$ cat src/core/sclk_regs.svh
// register offsets, field positions, reset values and timing counts of the clock stability control
`ifndef SCLK_REGS_SVH
`define SCLK_REGS_SVH
// register indices (printed offsets are not all multiples of four, so byte address is index times four)
`define SCLK_IDX_SYNTH_CTRL     12'h100
`define SCLK_IDX_PERIOD         12'h103
`define SCLK_IDX_STAB_DUR       12'h106
`define SCLK_IDX_IRQ_MASK       12'h209
`define SCLK_IDX_CAL_CTRL       12'ha02
`define SCLK_IDX_STATUS         12'hd01
`define SCLK_IDX_IRQ_MON        12'hd02
`define SCLK_IDX_IRQ_STAT       12'hd03
`define SCLK_ADDR_W             14
// synth control fields
`define SCLK_BIT_EXT_FILT       7
`define SCLK_BIT_LD_OFF         2
`define SCLK_BIT_SYNTH_OFF      3
`define SCLK_BIT_CAL            0
// status fields
`define SCLK_BIT_STABLE         4
`define SCLK_BIT_CAL_BUSY       1
`define SCLK_BIT_LOCK           0
// widths and resets
`define SCLK_PERIOD_W           21
`define SCLK_DUR_W              20
// a 21-bit fs period cannot hold 10 ns; default is 1 ns, software must program the real period
`define SCLK_PERIOD_RST         21'h0f4240
`define SCLK_DUR_RST            20'h00000
`define SCLK_CTRL_RST           8'h00
// one millisecond in femtoseconds
`define SCLK_MS_FS              50'h0e8d4a51000
`define SCLK_CAL_CYCLES         16'h0400
`define SCLK_LOCK_BASE          11'h080
`endif

$ cat src/core/sclk_pkg.sv
// types of the clock stability control
package sclk_pkg;
  // calibration sequence states
  typedef enum logic [1:0] {
    CAL_IDLE  = 2'b00,
    CAL_ARMED = 2'b01,
    CAL_AMPL  = 2'b10,
    CAL_FREQ  = 2'b11
  } sclk_cal_type;
  // stability timer states
  typedef enum logic [1:0] {
    TMR_WAIT  = 2'b00,
    TMR_COUNT = 2'b01,
    TMR_DONE  = 2'b10
  } sclk_tmr_type;
  // interrupt event bits
  typedef struct packed {
    logic stable;
    logic calDone;
    logic lock;
  } sclk_evt_type;
endpackage

$ cat src/core/sclk_stability_ctrl.sv
// system clock stability control with axi4-lite register slave
//
// How it works
// [RULE1] external loop filter bit bypasses internal filter
// [RULE2] hold 21-bit clock period in femtoseconds
// [RULE3] stability timer duration, 20 bits, milliseconds
// [RULE4] zero duration times out at once
// [RULE5] enabled synth: count starts at lock
// [RULE6] disabled synth: count starts at disable
// [RULE7] timed-out state readable and driven out
// [RULE8] software writes duration before enable change
// [RULE9] calibrate on set then clear of bit
// [RULE10] calibration progress readable as status
// [RULE11] monitor shows calibration only when unmasked
// [RULE12] calibration done and lock start countdown
// [RULE13] reference monitors disabled until stable
// [RULE14] lock after 128..1024 consecutive in-phase samples
// [RULE15] software zeroes duration when detector off
// [RULE16] millisecond tick from accumulated clock period
//
// The AXI4-Lite slave port was chosen for this implementation.
`include "sclk_regs.svh"
`timescale 1ns/1ns
`default_nettype none
module sclk_stability_ctrl (
  input  wire logic                       clk,
  input  wire logic                       nrst,
  // axi4-lite slave
  input  wire logic [`SCLK_ADDR_W-1:0]    awaddr,
  input  wire logic                       awvalid,
  output logic                            awready,
  input  wire logic [31:0]                wdata,
  input  wire logic [3:0]                 wstrb,
  input  wire logic                       wvalid,
  output logic                            wready,
  output logic [1:0]                      bresp,
  output logic                            bvalid,
  input  wire logic                       bready,
  input  wire logic [`SCLK_ADDR_W-1:0]    araddr,
  input  wire logic                       arvalid,
  output logic                            arready,
  output logic [31:0]                     rdata,
  output logic [1:0]                      rresp,
  output logic                            rvalid,
  input  wire logic                       rready,
  // synthesizer side
  input  wire logic                       phaseInPhase,
  output logic                            extFilterSel,
  output logic                            synthEnable,
  output logic                            calRun,
  output logic                            clockStable,
  output logic                            refMonitorEnable,
  output logic [`SCLK_PERIOD_W-1:0]       periodOut,
  output logic                            irq
);

  // ****************************************
  // registers
  // ****************************************
  logic [7:0]                  ctrl_r;       // synth control
  logic [`SCLK_PERIOD_W-1:0]   period_r;     // clock period, fs
  logic [`SCLK_DUR_W-1:0]      dur_r;        // stability duration, ms
  logic                        calBit_r;     // calibrate control bit
  logic [2:0]                  irqMask_r;    // interrupt mask
  sclk_pkg::sclk_evt_type      irqStat_r;    // sticky events
  logic                        inPhase1_r;   // sync stage one
  logic                        inPhase2_r;   // sync stage two
  logic [10:0]                 lockCnt_r;    // consecutive in-phase count
  logic                        lock_r;       // lock detected
  sclk_pkg::sclk_cal_type      calState_r;   // calibration state
  logic [15:0]                 calCnt_r;     // calibration step count
  sclk_pkg::sclk_tmr_type      tmrState_r;   // timer state
  logic [49:0]                 fsAcc_r;      // femtosecond accumulator
  logic [`SCLK_DUR_W-1:0]      msCnt_r;      // elapsed milliseconds
  logic                        synthOffPrev_r; // previous disable bit
  logic                        lockPrev_r;   // previous lock
  logic                        calPrev_r;    // previous cal busy

  // ****************************************
  // bus handshake
  // ****************************************
  logic                        awHave_r;     // address held
  logic                        wHave_r;      // data held
  logic [`SCLK_ADDR_W-1:0]     awAddr_r;     // held write address
  logic [31:0]                 wData_r;      // held write data
  logic [3:0]                  wStrb_r;      // held strobes
  logic                        wrGo;         // write commits now
  logic [11:0]                 wIdx;         // write register index
  logic [11:0]                 rIdx;         // read register index
  logic                        wrMapped;     // write hits a register
  logic [31:0]                 rdVal;        // read mux
  logic                        rdMapped;     // read hits a register
  logic                        calBusy;      // calibration under way
  logic                        synthOff;     // synth disabled
  logic                        tick;         // one-millisecond pulse
  sclk_pkg::sclk_evt_type      evt;          // event pulses
  logic [2:0]                  irqMon;       // masked status

  assign wrGo     = awHave_r && wHave_r && !bvalid;
  assign wIdx     = awAddr_r[13:2];
  assign rIdx     = araddr[13:2];
  assign calBusy  = (calState_r == sclk_pkg::CAL_AMPL) || (calState_r == sclk_pkg::CAL_FREQ);
  assign synthOff = ctrl_r[`SCLK_BIT_SYNTH_OFF];
  assign irqMon   = irqStat_r & irqMask_r;

  // write address and data taken in either order
  always_ff @(posedge clk) begin
    if (!nrst) begin
      awHave_r <= 1'b0;
      wHave_r  <= 1'b0;
      awAddr_r <= '0;
      wData_r  <= '0;
      wStrb_r  <= '0;
      awready  <= 1'b0;
      wready   <= 1'b0;
    end else begin
      awready <= !awHave_r && !awready && awvalid;
      wready  <= !wHave_r && !wready && wvalid;
      if (awready && awvalid) begin
        awHave_r <= 1'b1;
        awAddr_r <= awaddr;
      end else if (wrGo) begin
        awHave_r <= 1'b0;
      end
      if (wready && wvalid) begin
        wHave_r <= 1'b1;
        wData_r <= wdata;
        wStrb_r <= wstrb;
      end else if (wrGo) begin
        wHave_r <= 1'b0;
      end
    end
  end

  // write decode
  always_comb begin
    case (wIdx)
      `SCLK_IDX_SYNTH_CTRL, `SCLK_IDX_PERIOD, `SCLK_IDX_STAB_DUR, `SCLK_IDX_IRQ_MASK,
      `SCLK_IDX_CAL_CTRL, `SCLK_IDX_IRQ_STAT: wrMapped = 1'b1;
      default: wrMapped = 1'b0;
    endcase
  end

  // write response, slverr on unmapped
  always_ff @(posedge clk) begin
    if (!nrst) begin
      bvalid <= 1'b0;
      bresp  <= 2'b00;
    end else if (wrGo) begin
      bvalid <= 1'b1;
      bresp  <= wrMapped ? 2'b00 : 2'b10;
    end else if (bready) begin
      bvalid <= 1'b0;
    end
  end

  // register writes
  always_ff @(posedge clk) begin
    if (!nrst) begin
      ctrl_r    <= `SCLK_CTRL_RST;
      period_r  <= `SCLK_PERIOD_RST;
      dur_r     <= `SCLK_DUR_RST;
      calBit_r  <= 1'b0;
      irqMask_r <= 3'h0;
    end else if (wrGo) begin
      case (wIdx)
        `SCLK_IDX_SYNTH_CTRL: if (wStrb_r[0]) ctrl_r <= wData_r[7:0];
        // [RULE2] period held
        `SCLK_IDX_PERIOD: begin
          if (wStrb_r[0]) period_r[7:0]   <= wData_r[7:0];
          if (wStrb_r[1]) period_r[15:8]  <= wData_r[15:8];
          if (wStrb_r[2]) period_r[20:16] <= wData_r[20:16];
        end
        // [RULE3] duration held
        `SCLK_IDX_STAB_DUR: begin
          if (wStrb_r[0]) dur_r[7:0]   <= wData_r[7:0];
          if (wStrb_r[1]) dur_r[15:8]  <= wData_r[15:8];
          if (wStrb_r[2]) dur_r[19:16] <= wData_r[19:16];
        end
        `SCLK_IDX_IRQ_MASK: if (wStrb_r[0]) irqMask_r <= wData_r[2:0];
        `SCLK_IDX_CAL_CTRL: if (wStrb_r[0]) calBit_r <= wData_r[`SCLK_BIT_CAL];
        default: ;
      endcase
    end
  end

  // ****************************************
  // read channel
  // ****************************************
  always_comb begin
    rdMapped = 1'b1;
    rdVal    = 32'h00000000;
    case (rIdx)
      `SCLK_IDX_SYNTH_CTRL: rdVal = {24'h000000, ctrl_r};
      `SCLK_IDX_PERIOD:     rdVal = {11'h000, period_r};
      `SCLK_IDX_STAB_DUR:   rdVal = {12'h000, dur_r};
      `SCLK_IDX_IRQ_MASK:   rdVal = {29'h00000000, irqMask_r};
      `SCLK_IDX_CAL_CTRL:   rdVal = {31'h00000000, calBit_r};
      // [RULE7] timed-out readable
      // [RULE10] calibration progress
      `SCLK_IDX_STATUS:     rdVal = {27'h0000000, (tmrState_r == sclk_pkg::TMR_DONE), 2'b00, calBusy, lock_r};
      // [RULE11] masked monitor view
      `SCLK_IDX_IRQ_MON:    rdVal = {27'h0000000, irqMon[2], 2'b00, irqMon[1], irqMon[0]};
      `SCLK_IDX_IRQ_STAT:   rdVal = {29'h00000000, irqStat_r};
      default:              rdMapped = 1'b0;
    endcase
  end

  // read answer one cycle after address taken
  always_ff @(posedge clk) begin
    if (!nrst) begin
      arready <= 1'b0;
      rvalid  <= 1'b0;
      rdata   <= 32'h00000000;
      rresp   <= 2'b00;
    end else begin
      arready <= arvalid && !arready && !rvalid;
      if (arvalid && arready) begin
        rvalid <= 1'b1;
        rdata  <= rdVal;
        rresp  <= rdMapped ? 2'b00 : 2'b10;
      end else if (rready) begin
        rvalid <= 1'b0;
      end
    end
  end

  // ****************************************
  // lock detector
  // ****************************************
  // in-phase sample from the synth domain, two flops
  always_ff @(posedge clk) begin
    if (!nrst) begin
      inPhase1_r <= 1'b0;
      inPhase2_r <= 1'b0;
    end else begin
      inPhase1_r <= phaseInPhase;
      inPhase2_r <= inPhase1_r;
    end
  end

  // [RULE14] consecutive sample count
  always_ff @(posedge clk) begin
    if (!nrst) begin
      lockCnt_r <= 11'h000;
      lock_r    <= 1'b0;
    end else if (ctrl_r[`SCLK_BIT_LD_OFF] || synthOff || calBusy || !inPhase2_r) begin
      lockCnt_r <= 11'h000;
      lock_r    <= ctrl_r[`SCLK_BIT_LD_OFF] && !synthOff && !calBusy;
    end else if (lockCnt_r >= (`SCLK_LOCK_BASE << ctrl_r[1:0]) - 11'h001) begin
      lock_r <= 1'b1;
    end else begin
      lockCnt_r <= lockCnt_r + 11'h001;
    end
  end

  // ****************************************
  // calibration
  // ****************************************
  // [RULE9] set then clear starts sequence
  always_ff @(posedge clk) begin
    if (!nrst) begin
      calState_r <= sclk_pkg::CAL_IDLE;
      calCnt_r   <= 16'h0000;
    end else begin
      unique case (calState_r)
        sclk_pkg::CAL_IDLE:  if (calBit_r) calState_r <= sclk_pkg::CAL_ARMED;
        sclk_pkg::CAL_ARMED: if (!calBit_r) begin
          calState_r <= sclk_pkg::CAL_AMPL;
          calCnt_r   <= 16'h0000;
        end
        sclk_pkg::CAL_AMPL: begin
          calCnt_r <= calCnt_r + 16'h0001;
          if (calCnt_r == `SCLK_CAL_CYCLES - 16'h0001) begin
            calState_r <= sclk_pkg::CAL_FREQ;
            calCnt_r   <= 16'h0000;
          end
        end
        sclk_pkg::CAL_FREQ: begin
          calCnt_r <= calCnt_r + 16'h0001;
          if (calCnt_r == `SCLK_CAL_CYCLES - 16'h0001) calState_r <= sclk_pkg::CAL_IDLE;
        end
      endcase
    end
  end

  // ****************************************
  // stability timer
  // ****************************************
  // [RULE16] fs accumulation gives ms tick
  assign tick = (fsAcc_r + {29'h0, period_r}) >= `SCLK_MS_FS;
  always_ff @(posedge clk) begin
    if (!nrst || tmrState_r != sclk_pkg::TMR_COUNT) begin
      fsAcc_r <= 50'h0;
    end else if (tick) begin
      fsAcc_r <= fsAcc_r + {29'h0, period_r} - `SCLK_MS_FS;
    end else begin
      fsAcc_r <= fsAcc_r + {29'h0, period_r};
    end
  end

  // timer sequence
  always_ff @(posedge clk) begin
    if (!nrst) begin
      tmrState_r     <= sclk_pkg::TMR_WAIT;
      msCnt_r        <= '0;
      synthOffPrev_r <= 1'b0;
    end else begin
      synthOffPrev_r <= synthOff;
      // restart on a change of synth enable or a new calibration
      if (synthOff != synthOffPrev_r || calBusy) begin
        tmrState_r <= sclk_pkg::TMR_WAIT;
        msCnt_r    <= '0;
      end else begin
        unique case (tmrState_r)
          sclk_pkg::TMR_WAIT: begin
            msCnt_r <= '0;
            // [RULE4] zero duration done at once
            if (dur_r == '0) tmrState_r <= sclk_pkg::TMR_DONE;
            // [RULE6] disabled synth ignores lock
            else if (synthOff) tmrState_r <= sclk_pkg::TMR_COUNT;
            // [RULE5] [RULE12] count from lock
            else if (lock_r) tmrState_r <= sclk_pkg::TMR_COUNT;
          end
          sclk_pkg::TMR_COUNT: begin
            if (!synthOff && !lock_r) tmrState_r <= sclk_pkg::TMR_WAIT;
            else if (tick) begin
              msCnt_r <= msCnt_r + 20'h00001;
              if (msCnt_r + 20'h00001 >= dur_r) tmrState_r <= sclk_pkg::TMR_DONE;
            end
          end
          sclk_pkg::TMR_DONE: if (!synthOff && !lock_r && dur_r != '0) tmrState_r <= sclk_pkg::TMR_WAIT;
          default: tmrState_r <= sclk_pkg::TMR_WAIT;
        endcase
      end
    end
  end

  // ****************************************
  // interrupts
  // ****************************************
  always_ff @(posedge clk) begin
    if (!nrst) begin
      lockPrev_r <= 1'b0;
      calPrev_r  <= 1'b0;
    end else begin
      lockPrev_r <= lock_r;
      calPrev_r  <= calBusy;
    end
  end
  assign evt.lock    = lock_r && !lockPrev_r;
  assign evt.calDone = calPrev_r && !calBusy;
  assign evt.stable  = (tmrState_r == sclk_pkg::TMR_DONE) && !clockStable;

  // sticky bits, write one clears, set wins
  always_ff @(posedge clk) begin
    if (!nrst) begin
      irqStat_r <= '0;
    end else begin
      irqStat_r <= (irqStat_r & ~((wrGo && wIdx == `SCLK_IDX_IRQ_STAT && wStrb_r[0]) ? wData_r[2:0] : 3'h0)) | evt;
    end
  end

  // ****************************************
  // outputs
  // ****************************************
  always_ff @(posedge clk) begin
    if (!nrst) begin
      extFilterSel     <= 1'b0;
      synthEnable      <= 1'b1;
      calRun           <= 1'b0;
      clockStable      <= 1'b0;
      refMonitorEnable <= 1'b0;
      periodOut        <= `SCLK_PERIOD_RST;
      irq              <= 1'b0;
    end else begin
      // [RULE1] filter select
      extFilterSel     <= ctrl_r[`SCLK_BIT_EXT_FILT];
      synthEnable      <= !synthOff;
      calRun           <= calBusy;
      // [RULE7] stable routed out
      clockStable      <= (tmrState_r == sclk_pkg::TMR_DONE);
      // [RULE13] monitors gated by stable
      refMonitorEnable <= (tmrState_r == sclk_pkg::TMR_DONE);
      periodOut        <= period_r;
      irq              <= |irqMon;
    end
  end

endmodule // sclk_stability_ctrl
`default_nettype wire

$ cat config.mk
export PLATFORM = sky130hd
export DESIGN_NAME = sclk_stability_ctrl
export DESIGN_NICKNAME = d
export VERILOG_FILES = /design/src/core/sclk_pkg.sv /design/src/core/sclk_stability_ctrl.sv
export VERILOG_INCLUDE_DIRS = /design/src /design/src/core
export SDC_FILE = /design/constraint.sdc
export NUM_CORES = 1
export LEC_CHECK = 0
export ABC_AREA = 1
export BUFFER_PORTS_ARGS = -buffer_cell sky130_fd_sc_hd__buf_2
export CAP_MARGIN = 30
export CORE_AREA = 2 2 257 259
export DETAILED_ROUTE_END_ITERATION = 10
export DIE_AREA = 0 0 259 261
export GPL_ROUTABILITY_DRIVEN = 0
export GPL_TIMING_DRIVEN = 0
export PLACE_DENSITY = 0.45
export SYNTH_ARGS = -nofsm -noshare
export SYNTH_HDL_FRONTEND = slang
export SYNTH_SLANG_ARGS = --single-unit
$ cat constraint.sdc
create_clock -name clk -period 4.1 [get_ports clk]
set_input_delay 0.615 -clock clk [delete_from_list [all_inputs] [get_ports clk]]
set_output_delay 0.615 -clock clk [all_outputs]
set_load 0.05 [all_outputs]
# [Word level (Yosys, flattened, before mapping)]
# Cells that the tools add are included.
# W data, S select, Z words.
[classes] n_bitwise=5 n_eq_ne=32 n_lt_le_gt_ge=3 n_shift=1 n_reduce_logical=69 mux=35 add_sub_neg=6 n_div=0 mul=0
[op_table] operator="$pmux W21 S8" n=1
[op_table] operator="$eq A12 B12 Y1 const B" n=6
[op_table] operator="$eq A12 B9 Y1 const B" n=6
[op_table] operator="$add A50 B21 Y50" n=1
[op_table] operator="$ge A50 B40 Y1 const B" n=1
[op_table] operator="$mux W50" n=1
[op_table] operator="$sub A50 B40 Y50 const B" n=1
[op_table] operator="$pmux W16 S3" n=1
[op_table] operator="$mux W20" n=2
[op_table] operator="$pmux W20 S2" n=1
[op_table] operator="$mux W16" n=2
[op_table] operator="$reduce_and A3 Y1" n=10
[op_table] operator="$mux W2" n=13
[op_table] operator="$eq A12 B10 Y1 const B" n=2
[op_table] operator="$add A20 B1 Y20 const B" n=1
[op_table] operator="$ge A20 B20 Y1" n=1
[op_table] operator="$logic_and A1 B1 Y1" n=20
[op_table] operator="$logic_not A20 Y1" n=1
[op_table] operator="$reduce_bool A20 Y1" n=1
[op_table] operator="$add A16 B1 Y16 const B" n=1
[op_table] operator="$eq A16 B10 Y1 const B" n=1
[op_table] operator="$logic_not A1 Y1" n=14
[op_table] operator="$reduce_bool A2 Y1" n=6
[op_table] operator="$add A11 B1 Y11 const B" n=1
[op_table] operator="27 further kinds" n=56
[word_totals] mem_bits_rw=0 rom_bits=0 in_bits=72 latchBits=0 n_memories=0 reg_bits=269

# [Longest topological paths before layout]
[depth] depth_word=8 depth_mapped=26

# [Worst setup path after synthesis]
# Ideal clock, no wire load.
[synth_path] kind="register to register" start="register period_r[0]" end="register fsAcc_r[32]" arrival_ps=3067 path_slack_ps=918 stages_incl_launch_ff=23 path_cell_list="dfxtp_1 ha_1 inv_1 fa_1 inv_1 nand3_1 nand3_1 nand2_1 nand3_1 xor2_1 ha_1 nand3_1 nor2_1 nand3_1 nor2_1 nand4_1 nor2_1 nand3_4 nand3_4 buf_6 nand2_1 o21ai_1 nor2_1"
[synth_between] elab_chain_len=3 elab_cells_between_ends=4
[synth_rtl] element="start: declaration" line_no="sclk_stability_ctrl.sv:61" source="logic [`SCLK_PERIOD_W-1:0] period_r;"
[synth_rtl] element="start signal: assignment" line_no="sclk_stability_ctrl.sv:161" source="period_r <= `SCLK_PERIOD_RST;"
[synth_rtl] element="start signal: assignment" line_no="sclk_stability_ctrl.sv:170" source="if (wStrb_r[0]) period_r[7:0] <= wData_r[7:0];"
[synth_rtl] element="$add A50 B21 Y50 (*)" line_no="sclk_stability_ctrl.sv:291, sclk_stability_ctrl.sv:296, sclk_stability_ctrl.sv:298"
[synth_rtl] element="$sub A50 B40 Y50 (no line) or $ge A50 B40 Y1 (tied branches)"
[synth_rtl] element="$mux W50 (*)" line_no="sclk_stability_ctrl.sv:295" source="end else if (tick) begin"
[synth_rtl] element="end signal: assignment" line_no="sclk_stability_ctrl.sv:296" source="fsAcc_r <= fsAcc_r + {29'h0, period_r} - `SCLK_MS_FS;"
[synth_rtl] element="end signal: assignment" line_no="sclk_stability_ctrl.sv:298" source="fsAcc_r <= fsAcc_r + {29'h0, period_r};"
[synth_rtl] element="end: declaration" line_no="sclk_stability_ctrl.sv:73" source="logic [49:0] fsAcc_r;"
# Mark *: on every way between the ends. The rest lies on a longest branch, timed or not.
# A chain may end at the register's enable or synchronous reset.

# [Worst setup path in the final report]
[layout_path] start="register period_r[11]" end="register fsAcc_r[26]"
# The elaborated chain is that of the path after synthesis.

==> impl_results.md <==
- Final Hold Vio Count: 0
- Yosys warns: 0
- Synth Register Bits: around 250
- Non-Filler Instances: approximately 3,500
- Average size of a mapped cell: between 6 and 7 µm²
- Worst setup EP type: register
- Data required, critical path: approximately 4.6 ns
- Die ar.: between 60,000 and 70,000 µm²
- CTS tree: done
- Yosys cell types: 52
- Status: finished, final reports clean
- Pwr/cell area: between 300 and 400 nW/µm²
- Slowest Stage Delay on Critical Path: roughly 0.40 ns
- Pin count of the biggest net entering global routing: 13
- Overflow after GRT: 0
- Share of the synthesized area in the top cell type: 32.9%
- Die height: approximately 260 µm
- TritonRoute pass-1 iters: 7
- CP bufs+invs: 2
- # DRC: 0
- Number of max-cap violations: 0
- Share of cells above drive strength 1: 12.4%
- I/O Pins: 140
- Async set-reset flop share out of synthesis: 0%
- Starting Density: a little under a quarter
- Number of flops mapped to enable cells by yosys: 0
- First-iteration detailed-routing DRC count: 1,121
- Via count: approximately 16,000
- Top cell type by total area after synthesis: dfxtp_1
- Dominant cell by count in the synthesized netlist: nand2_1
- Antenna Cells: 0
- Vias in the first global route: between 15,000 and 20,000
- Hold WC Path Type: in -> reg
- Die Span X: ~260 µm
- Crit-path slowest cell: ha_1
- Crit path max fanout: 10
- Port Buffers: 110
- Crit-path cells: ha_1 -> nand2_1 -> nor2_2 -> nand2_1 -> inv_1 -> nand2_1 -> nand2_2 -> xnor2_4 -> ha_2 -> nand3_1 -> nor2_2 -> nand3_1 -> nor2_1 -> nand4_1 -> nor2_2 -> nand3_4 -> nand3_4 -> buf_8 -> nand3_1 -> a21oi_2
- DP Cell Count: 3,434
- Seq/Total Area, Yosys: between 30% and 40%
- Endpoints failing setup: 0
- Filler cells: roughly 7,300
- Finished Core Util: about 29%
- Min Tclk post-route: 3.95 ns
- Synth cell count leaders: nand2_1 (633), inv_1 (365), nor2_1 (305)
- Synth area leaders: dfxtp_1 (33%), nand2_1 (15%), inv_1 (8.9%)
- Clk_skew: ~0.025 ns
- Synth Flop Type: dfxtp_1
- Worst slew pin tran: roughly 0.91 ns
- Fmax: 253 MHz
- Worst ir drop on vdd: around 0.25 mV
- CP delay by family, top: simple AND/OR/NAND/NOR gates
- Crit path kind: reg -> reg
- Final Slew Violations: 0
- Area grow syn2layout: 20.4%
- Clk pin slew, worst setup/hold paths: roughly 0.06 ns
- Final nets: about 2,700
- Clock root buffer: clkbuf_16
- Leakage: about 8.3 nW
- Number of routed nets with antenna violations: 0
- Via/cell ratio: about 4.6
- Row count: 94
- CTS H-tree depth: 2
- Mapped cell area: 15,400 µm²
- Wirelength per Cell: ~16 µm
- Post-Route WL: ~57 mm
- Hpwl dp: 45.7 mm
- Worst slew margin: 38.7%
- Clock Latency Late Sink: roughly 0.55 ns
- First-pass GRT wire length: between 80 and 90 mm
- Core Footprint: 65,000 µm²
- Total track usage: around 17%
- CP startpoint kind: register
- Cell count after synthesis: between 2,000 and 2,500
- CTS buffer count: 34
- Final period utilization: around 96%
- Hold Buf Count CTS: 0
- CTS sink cnt: about 250
- Worst EP arrival: roughly 4.4 ns
- Initial antenna violation count: 0
- Clk buf depth: 3
worst paths after layout:
check                                  from                endpoint  slack [ns]  depth (start not counted)
setup / recovery  period_r[11]$_SDFFE_PN0P_  fsAcc_r[26]$_SDFF_PP0_        0.15                         20
hold / removal                 phaseInPhase   inPhase1_r$_SDFF_PN0_        0.30                          3
setup reg to reg  period_r[11]$_SDFFE_PN0P_  fsAcc_r[26]$_SDFF_PP0_        0.15                         20
hold reg to reg       inPhase1_r$_SDFF_PN0_   inPhase2_r$_SDFF_PN0_        0.42                          2
metrics by stage:
| step | area (µm²) | hold slack, ns | power, mW | TNS (ns) | setup WS, ns |
|---|---|---|---|---|---|
| final | 18600 | 0.303 | 6.94 | 0 | 0.148 |
| after CTS | 18400 | 0.274 | 7.00 | 0 | 0.00195 |
| after global routing | 18600 | 0.293 | 7.31 | -0.00262 | -0.00166 |
| after global placement | 17100 | 0.393 | 3.93 | -36.67 | -0.812 |
| after detailed placement | 17100 | 0.406 | 3.95 | -37.34 | -0.813 |
| after floorplan | 15500 | 0.390 | 3.58 | 0 | 0.918 |
cells in the final DEF, fill, tap and decap left out, types with 28 or more instances in the layout:
cell / netlist / routed
nand2_1: 633 / 627
inv_1: 365 / 364
nor2_1: 305 / 298
dfxtp_1: 254 / 250
a21oi_1: 176 / 170
nand3_1: 146 / 143
o21ai_0: 122 / 122
buf_2: 2 / 112
nand4_1: 53 / 53
ha_1: 53 / 47
clkbuf_1: 42 / 44
nor3_1: 40 / 39
clkbuf_16: 0 / 34
nand2_2: 24 / 28
state kept, by name, summed over array words and instances (netlist names), 2 cells and up:
signal,flops
rdata,21
irqMask_r,3
period_r,21
wStrb_r,3
calState_r,2
tmrState_r,2
irqStat_r,3
fsAcc_r,50
calCnt_r,16
msCnt_r,20
lockCnt_r,11
wData_r,21
dur_r,20
awAddr_r,12
periodOut,21
ctrl_r,8
report_power, final:
| group | leakage, nW | switching, mW | internal, mW |
|---|---|---|---|
| Clock | 0.548 | 1.22 | 1.79 |
| Combinational | 5.66 | 0.887 | 0.384 |
| Sequential | 2.06 | 0.0876 | 2.58 |
worst reg2reg max path, stage by stage (launching register included):
cell     delay [ns]
dfxtp_1        0.36
ha_1           0.40
nand2_1        0.14
nor2_2         0.21
nand2_1        0.15
inv_1          0.08
nand2_1        0.06
nand2_2        0.17
xnor2_4        0.15
ha_2           0.20
nand3_1        0.11
nor2_2         0.14
nand3_1        0.10
nor2_1         0.14
nand4_1        0.27
nor2_2         0.28
nand3_4        0.20
nand3_4        0.22
buf_8          0.18
nand3_1        0.10
a21oi_2        0.21
area by class of cell:
| class | count | area (µm²) | share of cell area [%] |
|---|---|---|---|
| buffer | 67 | 380 | 2.05 |
| inverter | 388 | 1460 | 7.84 |
| tap | 864 | 1080 | 5.82 |
| timing repair buffer | 119 | 618 | 3.33 |
| clock buffer | 43 | 955 | 5.14 |
| sequential | 254 | 5090 | 27.4 |
| multi-input combinational | 1753 | 8830 | 47.5 |
| clock inverter | 17 | 168 | 0.902 |
repair_timing:
item                                    in CTS  in global routing
pin swaps                                    6                  8
cloned                                       1                  1
buffers inserted                             4                  5
endpoints found under the hold margin        0                  0
endpoints found under the setup margin      60                 60
resized for setup                           22                 37
cell families after synthesis:
logic type               after synthesis  synth area share (%)
AO/OA/AOI/OAI                        367                  12.7
XOR/XNOR                              45                  2.70
adder cells (fa/ha/maj)               54                  4.42
buffers and inverters                455                  11.7
flip-flops                           254                  32.9
other                                  1                0.0243
AND/OR/NAND/NOR                     1272                  35.5
routing by layer:
layer | track usage [%] | up-vias | routed length [µm] | part of all wire [%]
li1 | - | 8153 | - | -
met1 | 21.8 | 7474 | 26500 | 47
met2 | 26.9 | 482 | 25100 | 44
met3 | 2.92 | 100 | 3120 | 5.5
met4 | 6.57 | 0 | 2050 | 3.6
met5 | 0 | - | 0 | 0
No activity file was read; power rests on OpenSTA's default activity.
